`src/design/reset_seq_pkg.sv`:
```
// Package with timing constants, states and carrier structs for the reset sequencer
package reset_seq_pkg;
  localparam int unsigned SYS_CLK_MHZ = 250;
  localparam int unsigned IN_ASSERT_CYCLES = 32;
  localparam int unsigned OUT_ASSERT_CYCLES = 512;
  localparam int unsigned NEG_GAP_CYCLES = 16;
  localparam int unsigned STRAP_SETUP_CYCLES = 4;
  localparam int unsigned STRAP_OFF_NS = 4;
  localparam int unsigned STRAP_ON_CYCLES = 1;
  localparam int unsigned PLL_LOCK_US = 100;
  localparam int unsigned PLL_LOCK_SYS = PLL_LOCK_US * SYS_CLK_MHZ;
  localparam int unsigned CNT_W = 16;
  localparam int unsigned DIV_W = 4;
  localparam int unsigned SRC_W = 3;
  localparam logic [CNT_W-1:0] CNT_ZERO = 16'h0000;
  localparam logic [CNT_W-1:0] CNT_ONE = 16'h0001;
  localparam logic [DIV_W-1:0] DIV_ZERO = 4'h0;
  localparam logic [DIV_W-1:0] DIV_ONE = 4'h1;

  typedef enum logic [2:0] {
    ST_POR,
    ST_PLL_WAIT,
    ST_HOLD,
    ST_SOFT_GAP,
    ST_RUN
  } seq_state_type;

  typedef struct packed {
    logic power_on_reset_n;
    logic hard_reset_n;
    logic soft_reset_n;
  } reset_in_type;

  typedef struct packed {
    logic [SRC_W-1:0] reset_source;
    logic input_clock_divide_strap;
  } strap_type;
endpackage

```
`src/design/reset_init_sequencer.sv`:
```
// Reset initialization sequencer: input qualification, output sequencing, strap capture
// Overview of operation
// (RULE1) Hard/soft reset input held 32 sync periods
// (RULE2) Host mode power-on reset held 32 input clocks
// (RULE3) Agent mode power-on reset held 32 sync clocks
// (RULE4) Outputs held 512; soft negates 16 after hard
// (RULE5) Straps valid 4 clocks before power-on negation
// (RULE6) Strap drivers off within 4 ns of hard
// (RULE7) Strap drivers resume 1 sync period after hard
// (RULE8) Wait PLL lock time before release
// (RULE9) Host sync period follows clock-divide strap
// (RULE10) Reference clock from input pin or bus clock
// (RULE11) Cycle counter; restart on any reset reassertion; code restarts only after 32 ticks, ignoring hard/soft while driving hard
`timescale 1ns/1ns
`default_nettype none
module reset_init_sequencer #(
  parameter int unsigned PLL_LOCK_CYCLES = reset_seq_pkg::PLL_LOCK_SYS
)(
  input wire logic sys_clk,
  input wire logic rst_n,
  input wire logic host_mode,
  input wire logic primary_input_clock,
  input wire logic bus_clock,
  input wire logic pll_locked,
  input wire reset_seq_pkg::reset_in_type reset_in,
  input wire reset_seq_pkg::strap_type strap_in,
  input wire reset_seq_pkg::strap_type strap_core_out,
  output logic hard_reset_out_n,
  output logic hard_reset_oe_n,
  output logic soft_reset_out_n,
  output logic soft_reset_oe_n,
  output reset_seq_pkg::strap_type strap_out,
  output logic strap_oe_n,
  output reset_seq_pkg::strap_type strap_latched_ff,
  output logic core_ready
);
  reset_seq_pkg::seq_state_type state_ff;
  reset_seq_pkg::seq_state_type nxt_state;
  logic ref_clk_ff;
  logic ref_prev_ff;
  logic [reset_seq_pkg::DIV_W-1:0] div_cnt_ff;
  logic [reset_seq_pkg::CNT_W-1:0] por_cnt_ff;
  logic [reset_seq_pkg::CNT_W-1:0] hs_cnt_ff;
  logic [reset_seq_pkg::CNT_W-1:0] seq_cnt_ff;
  logic [reset_seq_pkg::CNT_W-1:0] nxt_seq_cnt;
  logic strap_wait_ff;
  logic [31:0] pll_cnt_ff;
  logic por_prev_ff;
  logic hard_ff;
  logic soft_ff;
  logic strap_drive_ff;
  logic [reset_seq_pkg::DIV_W-1:0] div_ratio;
  logic ref_pick;
  logic ref_tick;
  logic sync_tick;
  logic por_asserted;
  logic hs_asserted;
  logic por_qual;
  logic hs_qual;
  logic restart;
  logic por_release;
  logic pll_done;

  // Reference clock pins are sampled as synchronous levels, so rising edges are seen as ticks
  assign ref_pick = host_mode ? primary_input_clock : bus_clock; // see (RULE10)
  assign ref_tick = ref_clk_ff & ~ref_prev_ff;
  // Divide strap 1 halves the input clock to make the sync period in host mode
  assign div_ratio = strap_latched_ff.input_clock_divide_strap ? reset_seq_pkg::DIV_ONE
                                                               : reset_seq_pkg::DIV_ZERO; // see (RULE9)
  assign sync_tick = ref_tick & (!host_mode || div_cnt_ff == div_ratio); // see (RULE9)
  assign por_asserted = !reset_in.power_on_reset_n;
  assign hs_asserted = !reset_in.hard_reset_n || !reset_in.soft_reset_n;
  // Host counts raw input clocks, agent counts sync clocks
  assign por_qual = por_cnt_ff >= reset_seq_pkg::CNT_W'(reset_seq_pkg::IN_ASSERT_CYCLES); // see (RULE2) (RULE3)
  assign hs_qual = hs_cnt_ff >= reset_seq_pkg::CNT_W'(reset_seq_pkg::IN_ASSERT_CYCLES); // see (RULE1)
  assign restart = (por_asserted && por_qual) || (hs_asserted && hs_qual); // see (RULE11)
  assign por_release = por_prev_ff && !por_asserted;
  assign pll_done = pll_locked && pll_cnt_ff >= PLL_LOCK_CYCLES; // see (RULE8)

  always_comb
  begin
    nxt_state = state_ff;
    nxt_seq_cnt = seq_cnt_ff;
    if (sync_tick && seq_cnt_ff != reset_seq_pkg::CNT_ZERO)
    begin
      nxt_seq_cnt = seq_cnt_ff - reset_seq_pkg::CNT_ONE;
    end
    unique case (state_ff)
      reset_seq_pkg::ST_POR:
      begin
        if (!por_asserted)
        begin
          nxt_state = reset_seq_pkg::ST_PLL_WAIT;
        end
      end
      reset_seq_pkg::ST_PLL_WAIT:
      begin
        nxt_seq_cnt = reset_seq_pkg::CNT_W'(reset_seq_pkg::OUT_ASSERT_CYCLES);
        if (pll_done)
        begin
          nxt_state = reset_seq_pkg::ST_HOLD; // see (RULE8)
        end
      end
      reset_seq_pkg::ST_HOLD:
      begin
        if (seq_cnt_ff == reset_seq_pkg::CNT_ZERO)
        begin
          nxt_state = reset_seq_pkg::ST_SOFT_GAP; // see (RULE4)
          nxt_seq_cnt = reset_seq_pkg::CNT_W'(reset_seq_pkg::NEG_GAP_CYCLES);
        end
      end
      reset_seq_pkg::ST_SOFT_GAP:
      begin
        if (seq_cnt_ff == reset_seq_pkg::CNT_ZERO)
        begin
          nxt_state = reset_seq_pkg::ST_RUN; // see (RULE4)
        end
      end
      reset_seq_pkg::ST_RUN:
      begin
        nxt_state = reset_seq_pkg::ST_RUN;
      end
    endcase
    if (restart)
    begin
      nxt_state = por_asserted ? reset_seq_pkg::ST_POR : reset_seq_pkg::ST_PLL_WAIT; // see (RULE11)
    end
  end

  always_ff @(posedge sys_clk)
  begin
    if (!rst_n)
    begin
      state_ff <= reset_seq_pkg::ST_POR;
      seq_cnt_ff <= reset_seq_pkg::CNT_ZERO;
      ref_clk_ff <= 1'b0;
      ref_prev_ff <= 1'b0;
      div_cnt_ff <= reset_seq_pkg::DIV_ZERO;
      por_prev_ff <= 1'b1;
    end
    else
    begin
      state_ff <= nxt_state;
      seq_cnt_ff <= nxt_seq_cnt;
      ref_clk_ff <= ref_pick;
      ref_prev_ff <= ref_clk_ff;
      por_prev_ff <= por_asserted;
      if (ref_tick)
      begin
        div_cnt_ff <= (div_cnt_ff == div_ratio) ? reset_seq_pkg::DIV_ZERO : div_cnt_ff + reset_seq_pkg::DIV_ONE;
      end
    end
  end

  // Assertion-length counters saturate so long holds never wrap into a false short one
  always_ff @(posedge sys_clk)
  begin
    if (!rst_n)
    begin
      por_cnt_ff <= reset_seq_pkg::CNT_ZERO;
      hs_cnt_ff <= reset_seq_pkg::CNT_ZERO;
      pll_cnt_ff <= 32'h0000_0000;
    end
    else
    begin
      if (!por_asserted)
        por_cnt_ff <= reset_seq_pkg::CNT_ZERO;
      else if ((host_mode ? ref_tick : sync_tick) && !por_qual)
        por_cnt_ff <= por_cnt_ff + reset_seq_pkg::CNT_ONE; // see (RULE2) (RULE3)
      if (!hs_asserted || hard_ff)
        hs_cnt_ff <= reset_seq_pkg::CNT_ZERO;
      else if (sync_tick && !hs_qual)
        hs_cnt_ff <= hs_cnt_ff + reset_seq_pkg::CNT_ONE; // see (RULE1)
      if (state_ff != reset_seq_pkg::ST_PLL_WAIT)
        pll_cnt_ff <= 32'h0000_0000;
      else if (pll_cnt_ff < PLL_LOCK_CYCLES)
        pll_cnt_ff <= pll_cnt_ff + 32'h0000_0001; // see (RULE8)
    end
  end

  // Straps follow the pins through power-on and freeze on its release cycle
  always_ff @(posedge sys_clk)
  begin
    if (!rst_n)
    begin
      strap_latched_ff <= '0;
    end
    else
    begin
      if (por_asserted || por_release)
        strap_latched_ff <= strap_in; // see (RULE5)
    end
  end

  // Hard low until soft gap; strap drivers drop in the same cycle to beat 4 ns
  always_ff @(posedge sys_clk)
  begin
    if (!rst_n)
    begin
      hard_ff <= 1'b1;
      soft_ff <= 1'b1;
      strap_wait_ff <= 1'b0;
      strap_drive_ff <= 1'b0;
    end
    else
    begin
      hard_ff <= nxt_state == reset_seq_pkg::ST_POR || nxt_state == reset_seq_pkg::ST_PLL_WAIT
                 || nxt_state == reset_seq_pkg::ST_HOLD; // see (RULE4)
      soft_ff <= nxt_state != reset_seq_pkg::ST_RUN; // see (RULE4)
      // The first tick after release may come early, so drive only from the second one
      if (hard_ff || nxt_state == reset_seq_pkg::ST_HOLD)
      begin
        strap_wait_ff <= 1'b0;
        strap_drive_ff <= 1'b0; // see (RULE6)
      end
      else if (sync_tick)
      begin
        strap_wait_ff <= 1'b1;
        strap_drive_ff <= strap_wait_ff; // see (RULE7)
      end
    end
  end

  assign hard_reset_out_n = 1'b0;
  assign hard_reset_oe_n = !hard_ff;
  assign soft_reset_out_n = 1'b0;
  assign soft_reset_oe_n = !soft_ff;
  assign strap_out = strap_core_out;
  // Combinational release so drivers drop the same cycle hard reset starts
  assign strap_oe_n = !(strap_drive_ff && !hard_ff); // see (RULE6)
  assign core_ready = !soft_ff;
endmodule
`default_nettype wire

```
`config.mk`:
```
export PLATFORM = sky130hd
export DESIGN_NAME = reset_init_sequencer
export DESIGN_NICKNAME = d
export VERILOG_FILES = /design/src/design/reset_seq_pkg.sv /design/src/design/reset_init_sequencer.sv
export SDC_FILE = /design/constraint.sdc
export NUM_CORES = 1
export LEC_CHECK = 0
export BUFFER_PORTS_ARGS = -buffer_cell sky130_fd_sc_hd__buf_2
export CORE_MARGIN = 3
export CORE_UTILIZATION = 59
export CTS_CLUSTER_DIAMETER = 50
export DETAILED_ROUTE_END_ITERATION = 6
export PLACE_DENSITY = 0.78
export SLEW_MARGIN = 20
export SYNTH_ARGS = -nofsm -noshare
export SYNTH_HDL_FRONTEND = slang
export SYNTH_SLANG_ARGS = --single-unit
```
`constraint.sdc`:
```
create_clock -name sys_clk -period 3.1 [get_ports sys_clk]
set_clock_uncertainty 0.15 [all_clocks]
set_input_delay 0.31 -clock sys_clk [delete_from_list [all_inputs] [get_ports sys_clk]]
set_output_delay 0.31 -clock sys_clk [all_outputs]
set_load 0.01 [all_outputs]
```
==> results.toml <==
[clocking]
cts-root-buf = "clkbuf_8"
clk_latency_ps = 350
cts_resized = 0
clkSinkCount = 98
post_cts_buffers = 0
cts_buffer_depth = 2
cts_buffers = 9
cts_tree = "done"
path_clk_slew_ps = 90
cts_max_level = 3
hold_buffers = 0

[layout]
fill_cells = 513
drive_above_1_share = 0.117
area_growth_syn_to_layout_pct = 6.70
final_cell_mix = "dfxtp_1, nor2_1, and3_1, nand2_1, buf_2"
multi_input_area_um2 = 1950
final_common_cell = "dfxtp_1"
antenna_cells = 0
fin_nets = 475
ff_latch_area_um2 = 1960

[timing]
rsz0062_at_grt = "false"
finalCriticalPeriod_ps = 2500
relSlewSlack = 0.480
setup_violations = 0
hold_viol_final = 0
worst_slew_pin_slew_ps = 772
slew_violations = 0
period_share = 0.806
fmax_mhz = 400
setup-tns-final_ps = 0
hold_slack_ps = 62.0

[detailed_routing]
drt-total-wl_um = 7170
firstDrtPassIters = 4
post-route-drc-count = 0
vias_per_cell = 5.52
wl_per_cell_um = 13.5
ant_nets = 0
vias = 2931
drtIter0Drc = 125

[power]
swShare = 0.278
pwr-share-seq = 0.546
combPwrFrac = 0.148
p_clk_frac = 0.306
internal_power_mw = 1.75
max-vdd-ir-drop_uv = 494
p_leak_nw = 1.82
powerDensity_nw_per_um2 = 555
p_switching_uw = 673

[status]
outcome = "finished, final reports clean"

[place]
gp_congestion = 0.804
hpwl_um = 5170
io_buffers = 20

[setup_path]
crit_required_ps = 3210
r2r_end = "seq_cnt_ff[4]"
reg2reg_setup_slack_ps = 600
timing_worst_setup_path_type = "flop to flop"
startpoint = "seq_cnt_ff[9]"
cp_max_fo = 7
worstSetupStartpointType = "flop"
reg2regPathDepth = 6
cp-endpoint = "seq_cnt_ff[4]"
r2r_start = "seq_cnt_ff[9]"
arrival_ps = 2610
end_kind = "flop"

[global_route]
grtUsageTotal = 0.198
grt_max_degree = 21
use_met3 = 0.0553
grtUsageMet1 = 0.252
grt_pass1_vias = 2720
grt_pass1_wl_um = 12100
busiest_layer = "met2"
grt.overflow.total = 0
met2_usage = 0.323
antenna_found_initial = 0

[yosys]
synth-seq-area-share = 0.479
yosysWarnings = 0
yosys_register_bits = 98
synth_edf_count = 0
synthArstFlopShare = 0
avgSynthCellArea_um2 = 9.34
ys_types = 50
syn_inst = 438
synth_top_flop_cell = "dfxtp_1"
syn-cell-area_um2 = 4090

[run]
maxCapViolCount = 0

[floorplan]
die_area_um2 = 7970
design.core.area_um2 = 6530
row_count = 29
num_io_pins = 31
start_util = 0.627
die_h_um = 89.3
die_width_um = 89.3

[min_path]
hold_depth = 3
hp-class = "input port to flop"
sequential cells by signal, summed over array words and instances (netlist names):
| signal | cells |
|---|---|
| div_cnt_ff | 4 |
| hard_ff | 1 |
| hs_cnt_ff | 16 |
| pll_cnt_ff | 32 |
| por_cnt_ff | 16 |
| por_prev_ff | 1 |
| ref_clk_ff | 1 |
| ref_prev_ff | 1 |
| seq_cnt_ff | 16 |
| soft_ff | 1 |
| state_ff | 3 |
| strap_drive_ff | 1 |
| strap_latched_ff | 4 |
| strap_wait_ff | 1 |
per-layer routing:
metal / up-vias / wire length [um]
met2: 37 / 3360
li1: 1510 / -
met5: - / 0
met4: 0 / 91
met3: 7 / 261
met1: 1377 / 3460
cell type report:
type | count | share of cell area
Clock buffer | 10 | 0.0315
Clock inverter | 5 | 0.00888
Inverter | 13 | 0.0112
Multi-Input combinational cell | 304 | 0.447
Sequential cell | 98 | 0.449
Tap cell | 77 | 0.0221
Timing Repair Buffer | 24 | 0.0298
critical path: stages (launching register included):
cell and delay, ps:
dfxtp_1 340, or4_4 560, or4_4 510, o2111ai_2 390, nor2_1 90, xnor2_1 140
o21ai_0 220
through the flow:
| stage | worst slack, ps | util | area, um^2 | cells | power (mW) |
|---|---|---|---|---|---|
| 6_report | 603 | 0.669 | 4370 | 531 | 2.42 |
| 5_1_grt | 386 | 0.669 | 4370 | 531 | 2.55 |
| 4_1_cts | 603 | 0.669 | 4370 | 531 | 2.45 |
| 3_5_place_dp | 618 | 0.642 | 4190 | 516 | 1.71 |
| 3_3_place_gp | 642 | 0.642 | 4190 | 516 | 1.70 |
| 2_1_floorplan | 774 | - | 4100 | 439 | 1.67 |
logic make-up (layout without fill, tap and decap cells):
logic type      after synthesis  after routing  share of synthesized area
flops                        98             98                      0.479
mux                           7              7                     0.0174
simple gates                211            211                      0.276
compound gates               38             38                     0.0758
xor+xnor                     38             38                     0.0813
other cells                   1              2                   0.000916
buf+inv                      37             52                     0.0443
fa+ha+maj                     8              8                     0.0245
cells in the mapped netlist, types with 10 or more instances:
master	instances	share of area
dfxtp_1	98	0.48
nor2_1	55	0.050
and3_1	34	0.052
nand2_1	28	0.026
xnor2_1	19	0.041
xor2_1	19	0.041
nor4_1	18	0.028
and2_1	15	0.023
clkbuf_1	13	0.012
inv_1	13	0.012
nand4_1	12	0.018
o21ai_0	11	0.013
nor2b_1	10	0.015
worst min-delay path by stage:
| stage | startpoint | endpoint | slack [ps] |
|---|---|---|---|
| 2_1_floorplan | por_cnt_ff[8] | por_cnt_ff[8] | 280 |
| 3_3_place_gp | por_cnt_ff[8] | por_cnt_ff[8] | 290 |
| 3_5_place_dp | por_cnt_ff[13] | por_cnt_ff[13] | 300 |
| 4_1_cts | bus_clock | ref_clk_ff | 50 |
| 5_1_grt | strap_in[1] | strap_latched_ff[1] | 50 |
| 6_report | bus_clock | ref_clk_ff | 60 |
power by group through the flow:
stage	Sequential (mW)	Combinational, mW	Clock, mW
finish	1.32	0.360	0.741
global route	1.33	0.403	0.818
CTS	1.32	0.362	0.768
detailed placement	1.35	0.359	0
global placement	1.35	0.352	0
floorplan	1.35	0.322	0
No activity file was read; power rests on OpenSTA's default activity.
